===== src/shared/port_hs_pkg.sv =====
// constants and types shared by the clocked handshake port
package port_hs_pkg;
    // ============================================================
    // sizes
    localparam int unsigned PORT_WIDTH  = 8;  // data pins of the buffered port
    localparam int unsigned PWIDTH_BITS = 6;  // width code of an attached ready port
    localparam logic [5:0]  READY_WIDTH = 6'h01; // a ready port must be exactly one bit

    // ============================================================
    // timing
    localparam int unsigned CLK_PERIOD_NS  = 10;  // system clock period
    localparam int unsigned PORT_CLK_NS    = 40;  // period of the port clock block
    localparam int unsigned HALF_CYCLES    = PORT_CLK_NS / (2 * CLK_PERIOD_NS);
    localparam int unsigned DIV_BITS       = 4;
    localparam logic [3:0]  DIV_LAST       = 4'(HALF_CYCLES - 1);

    // ============================================================
    // reset values
    localparam logic [7:0] PINS_RESET = 8'h00;

    // ============================================================
    // qualification modes of the port
    typedef enum logic [1:0] {
        MODE_PLAIN     = 2'b00,
        MODE_HANDSHAKE = 2'b01,
        MODE_MASTER    = 2'b10,
        MODE_SLAVE     = 2'b11
    } mode_t;
endpackage : port_hs_pkg


===== src/rtl/port_hs.sv =====
// buffered clocked port with handshake, strobed master and strobed slave qualification
// Notes on behaviour
// RQ1: running clock block gives rising and falling edges
// RQ2: handshake mode faults unless both ready ports one-bit
// RQ3: ready-out-only modes fault unless ready-out one-bit
// RQ4: buffered input raises ready-out on fall when space
// RQ5: handshake input captures only with both readies high
// RQ6: sampling edge is rising by default, configurable
// RQ7: sample delay mode samples on falling edge
// RQ8: outputs hold initial value until first output
// RQ9: handshake output samples ready-in on sampling edge
// RQ10: handshake output launches only after sampled ready-in high
// RQ11: ready-out high on launching fall, else low
// RQ12: strobed master input captures after own ready-out
// RQ13: strobed master output launches on next fall
// RQ14: strobed slave input captures while ready-in high
// RQ15: strobed slave input faults unless ready-in one-bit
// RQ16: strobed slave output launches after sampled ready-in high
// RQ17: exceptions are sticky flags until acknowledged
`timescale 1ns/1ps
`default_nettype none
module port_hs
    import port_hs_pkg::*;
(
    // clock and reset
    input  wire logic                   i_clock,
    input  wire logic                   i_rst,
    // configuration, applied by the load pulse; run and exception acknowledge act at once
    input  wire logic                   i_run,
    input  wire logic                   i_cfg_load,
    input  wire logic [1:0]             i_cfg_mode,
    input  wire logic                   i_cfg_output,
    input  wire logic                   i_cfg_sample_delay,
    input  wire logic [PWIDTH_BITS-1:0] i_cfg_rdy_in_width,
    input  wire logic [PWIDTH_BITS-1:0] i_cfg_rdy_out_width,
    input  wire logic [PORT_WIDTH-1:0]  i_cfg_initial,
    input  wire logic                   i_exc_ack,
    // software data side
    input  wire logic                   i_tx_valid,
    input  wire logic [PORT_WIDTH-1:0]  i_tx_data,
    output logic                        o_tx_ready,
    output logic                        o_rx_valid,
    output logic [PORT_WIDTH-1:0]       o_rx_data,
    input  wire logic                   i_rx_ready,
    // pins
    input  wire logic [PORT_WIDTH-1:0]  i_pins,
    output logic [PORT_WIDTH-1:0]       o_pins,
    output logic                        o_pins_oe,
    input  wire logic                   i_ready_in,
    output logic                        o_ready_out,
    output logic                        o_port_clk,
    // status
    output logic                        o_exception
);

    // ============================================================
    // configuration, port clock, buffer and flag state
    mode_t                 mode_reg;
    logic                  out_reg;
    logic                  sdelay_reg;
    logic [DIV_BITS-1:0]   div_reg;
    logic                  pclk_reg;
    logic                  rx_full_reg;
    logic [PORT_WIDTH-1:0] rx_data_reg;
    logic                  tx_pend_reg;
    logic                  tx_free_reg;
    logic [PORT_WIDTH-1:0] tx_data_reg;
    logic                  rdy_smp_reg;
    logic                  rdy_out_reg;
    logic [PORT_WIDTH-1:0] pins_reg;
    logic                  oe_reg;
    logic                  exc_reg;
    logic                  cfg_bad;

    // a new configuration replaces the running one as a whole
    always_ff @(posedge i_clock or posedge i_rst) begin
        if (i_rst) begin
            mode_reg   <= MODE_PLAIN;
            out_reg    <= 1'b0;
            sdelay_reg <= 1'b0;
        end else if (i_cfg_load) begin
            mode_reg   <= mode_t'(i_cfg_mode);
            out_reg    <= i_cfg_output;
            sdelay_reg <= i_cfg_sample_delay;
        end
    end

    // ============================================================
    // port clock block: divider with edge enables
    logic rise_en;
    logic fall_en;
    logic sample_en;
    assign rise_en   = i_run && (div_reg == DIV_LAST) && !pclk_reg; // [RQ1]
    assign fall_en   = i_run && (div_reg == DIV_LAST) && pclk_reg;  // [RQ1]
    assign sample_en = sdelay_reg ? fall_en : rise_en;              // [RQ6] [RQ7]

    // the clock stands still while stopped, so no edge is given outside running
    always_ff @(posedge i_clock or posedge i_rst) begin
        if (i_rst) begin
            div_reg  <= '0;
            pclk_reg <= 1'b0;
        end else if (i_run) begin
            if (div_reg == DIV_LAST) begin
                div_reg  <= '0;
                pclk_reg <= !pclk_reg; // [RQ1]
            end else begin
                div_reg <= div_reg + 4'h1;
            end
        end
    end

    // ============================================================
    // configuration exception checks
    always_comb begin
        cfg_bad = 1'b0;
        case (mode_t'(i_cfg_mode))
            MODE_HANDSHAKE: cfg_bad = (i_cfg_rdy_in_width != READY_WIDTH)
                                   || (i_cfg_rdy_out_width != READY_WIDTH); // [RQ2]
            MODE_MASTER:    cfg_bad = (i_cfg_rdy_out_width != READY_WIDTH); // [RQ3]
            MODE_SLAVE:     cfg_bad = !i_cfg_output
                                   && (i_cfg_rdy_in_width != READY_WIDTH);  // [RQ15]
            default:        cfg_bad = 1'b0;
        endcase
    end

    // sticky flag; a fault in the acknowledge cycle still sets it
    always_ff @(posedge i_clock or posedge i_rst) begin
        if (i_rst)
            exc_reg <= 1'b0;
        else if (i_cfg_load && cfg_bad)
            exc_reg <= 1'b1; // [RQ17]
        else if (i_exc_ack)
            exc_reg <= 1'b0; // [RQ17]
    end

    // ============================================================
    // input path: one-word receive buffer
    logic capture;
    logic rx_drain;
    assign rx_drain = rx_full_reg && i_rx_ready;
    always_comb begin
        capture = 1'b0;
        if (!out_reg && sample_en) begin
            case (mode_reg)
                MODE_HANDSHAKE: capture = i_ready_in && rdy_out_reg; // [RQ5]
                MODE_MASTER:    capture = rdy_out_reg;               // [RQ12]
                MODE_SLAVE:     capture = i_ready_in;                // [RQ14]
                default:        capture = 1'b0;
            endcase
        end
    end

    // a slave capture into a full buffer is dropped rather than overwrite unread data
    always_ff @(posedge i_clock or posedge i_rst) begin
        if (i_rst) begin
            rx_full_reg <= 1'b0;
            rx_data_reg <= PINS_RESET;
        end else if (i_cfg_load) begin
            rx_full_reg <= 1'b0;
        end else if (capture && (!rx_full_reg || rx_drain)) begin
            rx_full_reg <= 1'b1;
            rx_data_reg <= i_pins;
        end else if (rx_drain) begin
            rx_full_reg <= 1'b0;
        end
    end

    // ============================================================
    // output path: one pending word
    logic launch;
    always_comb begin
        launch = 1'b0;
        if (out_reg && fall_en && tx_pend_reg) begin
            case (mode_reg)
                MODE_HANDSHAKE: launch = rdy_smp_reg; // [RQ10]
                MODE_MASTER:    launch = 1'b1;        // [RQ13]
                MODE_SLAVE:     launch = rdy_smp_reg; // [RQ16]
                default:        launch = 1'b1;
            endcase
        end
    end

    // the free flag is its own flop so the ready output needs no inverter behind it
    always_ff @(posedge i_clock or posedge i_rst) begin
        if (i_rst) begin
            tx_pend_reg <= 1'b0;
            tx_free_reg <= 1'b1;
            tx_data_reg <= PINS_RESET;
        end else if (i_cfg_load || launch) begin
            tx_pend_reg <= 1'b0;
            tx_free_reg <= 1'b1;
        end else if (i_tx_valid && !tx_pend_reg) begin
            tx_pend_reg <= 1'b1;
            tx_free_reg <= 1'b0;
            tx_data_reg <= i_tx_data;
        end
    end

    // ready-in is sampled on the sampling edge, used at the next fall
    always_ff @(posedge i_clock or posedge i_rst) begin
        if (i_rst)
            rdy_smp_reg <= 1'b0;
        else if (i_cfg_load)
            rdy_smp_reg <= 1'b0;
        else if (sample_en)
            rdy_smp_reg <= i_ready_in; // [RQ9]
    end

    // pins keep the initial value until the first launch replaces it
    always_ff @(posedge i_clock or posedge i_rst) begin
        if (i_rst) begin
            pins_reg <= PINS_RESET;
            oe_reg   <= 1'b0;
        end else if (i_cfg_load) begin
            pins_reg <= i_cfg_initial; // [RQ8]
            oe_reg   <= i_cfg_output;
        end else if (launch) begin
            pins_reg <= tx_data_reg;   // [RQ8]
        end
    end

    // ready-out only ever moves on a falling edge of the port clock or on a load, which clears it;
    // a capture on that same edge fills the buffer, so it withholds ready-out
    always_ff @(posedge i_clock or posedge i_rst) begin
        if (i_rst)
            rdy_out_reg <= 1'b0;
        else if (i_cfg_load)
            rdy_out_reg <= 1'b0;
        else if (fall_en) begin
            if (mode_reg == MODE_HANDSHAKE || mode_reg == MODE_MASTER)
                rdy_out_reg <= out_reg ? launch                          // [RQ11]
                                       : (!capture && (!rx_full_reg || rx_drain)); // [RQ4]
            else
                rdy_out_reg <= 1'b0;
        end
    end

    // ============================================================
    // outputs straight from flip-flops
    assign o_tx_ready  = tx_free_reg;
    assign o_rx_valid  = rx_full_reg;
    assign o_rx_data   = rx_data_reg;
    assign o_pins      = pins_reg;
    assign o_pins_oe   = oe_reg;
    assign o_ready_out = rdy_out_reg;
    assign o_port_clk  = pclk_reg;
    assign o_exception = exc_reg;
endmodule : port_hs
`default_nettype wire


===== config.mk =====
export PLATFORM = sky130hd
export DESIGN_NAME = port_hs
export DESIGN_NICKNAME = d
export VERILOG_FILES = /design/src/shared/port_hs_pkg.sv /design/src/rtl/port_hs.sv
export SDC_FILE = /design/constraint.sdc
export NUM_CORES = 1
export LEC_CHECK = 0
export BUFFER_PORTS_ARGS = -buffer_cell sky130_fd_sc_hd__buf_2
export CAP_MARGIN = 5
export CORE_MARGIN = 3
export CORE_UTILIZATION = 44
export CTS_CLUSTER_DIAMETER = 30
export CTS_CLUSTER_SIZE = 40
export DETAILED_ROUTE_END_ITERATION = 12
export GPL_ROUTABILITY_DRIVEN = 0
export HOLD_SLACK_MARGIN = 0.15
export PLACE_DENSITY = 0.76
export REMOVE_ABC_BUFFERS = 1
export SYNTH_ARGS = -nofsm -noshare
export SYNTH_HDL_FRONTEND = slang
export SYNTH_SLANG_ARGS = --single-unit

===== constraint.sdc =====
create_clock -name i_clock -period 1.66 [get_ports i_clock]
set_clock_uncertainty 0.05 [all_clocks]
set_input_delay 0.166 -clock i_clock [delete_from_list [all_inputs] [get_ports i_clock]]
set_output_delay 0.166 -clock i_clock [all_outputs]
set_load 0.01 [all_outputs]

==> impl_metrics.tcl <==
set metrics [dict create \
    violations "negative setup slack" \
    die-area_mm2 0.005001 \
    dp.cells 275 \
    clk_pin_slew_worst_paths_ns 0.08 \
    drt-pass1-iter-count 4 \
    tns_ns -1.177 \
    cts_max_level 2 \
    cts_tree "done" \
    drt-vias-per-instance 4.868 \
    finalSetupViolations 8 \
    portBuffers 69 \
    cts_buffers 5 \
    avgSynthCellArea_um2 12.54 \
    critical_path.top_delay_family "flip-flops" \
    io_pins 70 \
    wl_per_cell_um 14.98 \
    min_period_ns 1.809 \
    antenna_found_initial 0 \
    numClockSinks 39 \
    drc_errors 0 \
    hpwl_um 3032 \
    die_w_um 70.72 \
    area_delta_synth_final_pct 57.84 \
    setup_ws_ns -0.1491 \
    rsz0062_at_grt "true" \
    max_stage_delay_ns 0.45 \
    grt_pass1_wl_um 7810 \
    coreArea_mm2 0.003854 \
    slew_headroom 0.6688 \
    rows 22 \
    initial_core_util 0.4782 \
    max_cap_viol_count 0 \
    synth-seq-area-share 0.5302 \
    crit_path_end_kind "flop" \
    slew_viol_final 0 \
    syn_inst 147 \
    synthesis.area_mm2 0.001843 \
    fin_nets 322 \
    fmax_mhz 552.8 \
    stdcell_area_mm2 0.002909 \
    num_vias 1553 \
    crit_fanout 8 \
    tightest_slew_ns 0.4968 \
    n_antenna_cell 0 \
    synth_seq_cells 39 \
    worstPathArrival_ns 1.94 \
    ys_warn_count 0 \
    drtIter0Drc 41 \
    crit_chain "buf_6 > ha_4 > o21ai_2 > a211oi_4 > nand3_4 > mux2_4" \
    post-route-period-util 1.090 \
    drt.antenna.violating_nets 0 \
    power_density_mw_per_mm2 976.0 \
    outcome "complete, but fails checks" \
    startpoint_type "flop" \
    grt_pass1_vias 1717 \
    p_leak_uw 0.001444 \
    place_area_mm2 0.002342 \
    r2r_setup_slack_ns -0.15 \
    crit_slowest_cell "dfrtp_2" \
    drive_above_1_share 0.4723 \
    gr-usage-all-layers 0.1976 \
    cts_root_buffer "clkbuf_8" \
    clk_latency_ns 0.30 \
    die_y_um 70.72 \
    synthDistinctLibCells 42 \
    utilization 0.7549 \
    critPathBufInv 1 \
    grt_remaining_overflow 0 \
    crit_type "flop to flop" \
    hold_class "input port to flop" \
    finalHoldViolCount 0 \
    finalNonFillerCells 319 \
    wirelength_um 4778 \
    ir_drop_uv 921.3 \
    critPathRequiredTime_ns 1.80 \
    grt_max_degree 40 \
    clock_tree.buffer_depth 2 \
]
report_power, final:
group | leakage, uW | internal (uW) | total (uW) | switching [uW]
clock network | 0.0000644 | 599 | 951 | 352
registers | 0.000490 | 1090 | 1190 | 98.9
logic | 0.000890 | 376 | 701 | 325
cell usage after synthesis:
library cell	instances	area share
a211oi_4	1	0.011
a21oi_1	1	0.0027
a221oi_1	1	0.0048
a22oi_1	1	0.0041
a31oi_1	1	0.0034
a41oi_2	1	0.0088
and2_1	1	0.0034
and3_1	1	0.0034
and4bb_2	1	0.0068
buf_2	3	0.0081
clkbuf_1	1	0.0020
dfrtp_1	38	0.52
dfstp_2	1	0.014
ha_1	4	0.027
inv_1	5	0.010
mux2_1	5	0.031
mux2_2	5	0.031
mux2_4	8	0.065
mux2i_1	10	0.054
nand2_1	17	0.035
nand2b_1	1	0.0034
nand3_1	1	0.0027
nand3_4	1	0.0095
nand3b_1	1	0.0041
nand4_1	1	0.0034
nand4bb_4	1	0.015
nor2_1	5	0.010
nor2_2	1	0.0034
nor2b_1	1	0.0034
nor3_1	1	0.0027
nor4_1	1	0.0034
nor4_2	1	0.0068
nor4b_1	1	0.0048
nor4bb_1	1	0.0054
o211ai_1	1	0.0041
o21a_1	1	0.0041
o21ai_0	9	0.024
o21ai_1	4	0.011
o21bai_1	1	0.0041
o2bb2ai_1	1	0.0048
xnor2_1	2	0.0095
xor2_1	4	0.019
final timing paths:
| check | cells after the start | end | from |
|---|---|---|---|
| max | 6 | o_rx_data[4] | mode_reg[0] |
| min | 3 | div_reg[1] | i_run |
| max reg2reg | 6 | o_rx_data[4] | mode_reg[0] |
| min reg2reg | 2 | o_tx_ready | o_tx_ready |
| max in group asynchronous | 4 | mode_reg[1] | i_rst |
| min in group asynchronous | 4 | tx_data_reg[5] | i_rst |
metrics by stage:
step	total power (uW)	hold slack, ns	worst slack, ns
6_report	2839	0.1591	-0.1491
5_1_grt	2983	0.1796	-0.1838
4_1_cts	2818	0.1557	-0.1113
3_5_place_dp	1783	0.2725	-0.1532
3_3_place_gp	1763	0.2550	-0.08470
2_1_floorplan	1505	0.1824	-0.07626
placed cells by master (no fill, tap or decap), types with 2 or more instances in the layout:
cell type / netlist / routed
mux2_1: 5 / 5
dfrtp_1: 38 / 36
nor2_2: 1 / 2
inv_1: 5 / 3
ha_4: 0 / 3
mux2i_1: 10 / 10
inv_4: 0 / 2
nand2_1: 17 / 16
dfrtp_2: 0 / 2
xnor2_1: 2 / 2
buf_4: 0 / 17
clkbuf_8: 0 / 5
o21ai_0: 9 / 6
mux2_2: 5 / 5
dlygate4sd3_1: 0 / 33
bufinv_16: 0 / 2
nor2_1: 5 / 4
o21ai_1: 4 / 6
xor2_1: 4 / 4
buf_2: 3 / 69
mux2_4: 8 / 8
worst min-delay path, cell delays in order:
cell and delay [ns]:
buf_2 0.15, o211ai_1 0.08, o21ai_0 0.07
timing repair:
item / 4_1_cts / 5_1_grt
gates cloned: 0 / 0
setup endpoints to repair: 8 / 15
hold endpoints to repair: 71 / 0
hold buffers: 33 / 0
buffers inserted: 3 / 0
pin swaps: 3 / 5
gates resized for setup: 8 / 15
per-layer routing:
metal	part of all wire	track usage	vias up
met5	0	0	-
met3	0.066	0.07102	10
met1	0.42	0.2377	720
li1	-	-	769
met2	0.50	0.3306	54
met4	0.017	0.06263	0
area by class of cell:
class / instances / area, um^2
Timing Repair Buffer: 120 / 814.5
Inverter: 5 / 23.77
Tap cell: 48 / 60.06
Multi-Input combinational cell: 99 / 894.6
Sequential cell: 39 / 979.7
Clock inverter: 3 / 67.56
Fill cell: 280 / 944.7
Clock buffer: 5 / 68.82
cell families after synthesis:
logic type      Yosys count  share of synthesized area
xor+xnor                  6                    0.02851
fa+ha+maj                 4                    0.02716
buf+inv                   9                    0.02036
compound gates           23                    0.08691
simple gates             38                     0.1263
flops                    39                     0.5302
mux                      28                     0.1806
Note: power is estimated with default switching activity, not from simulation.
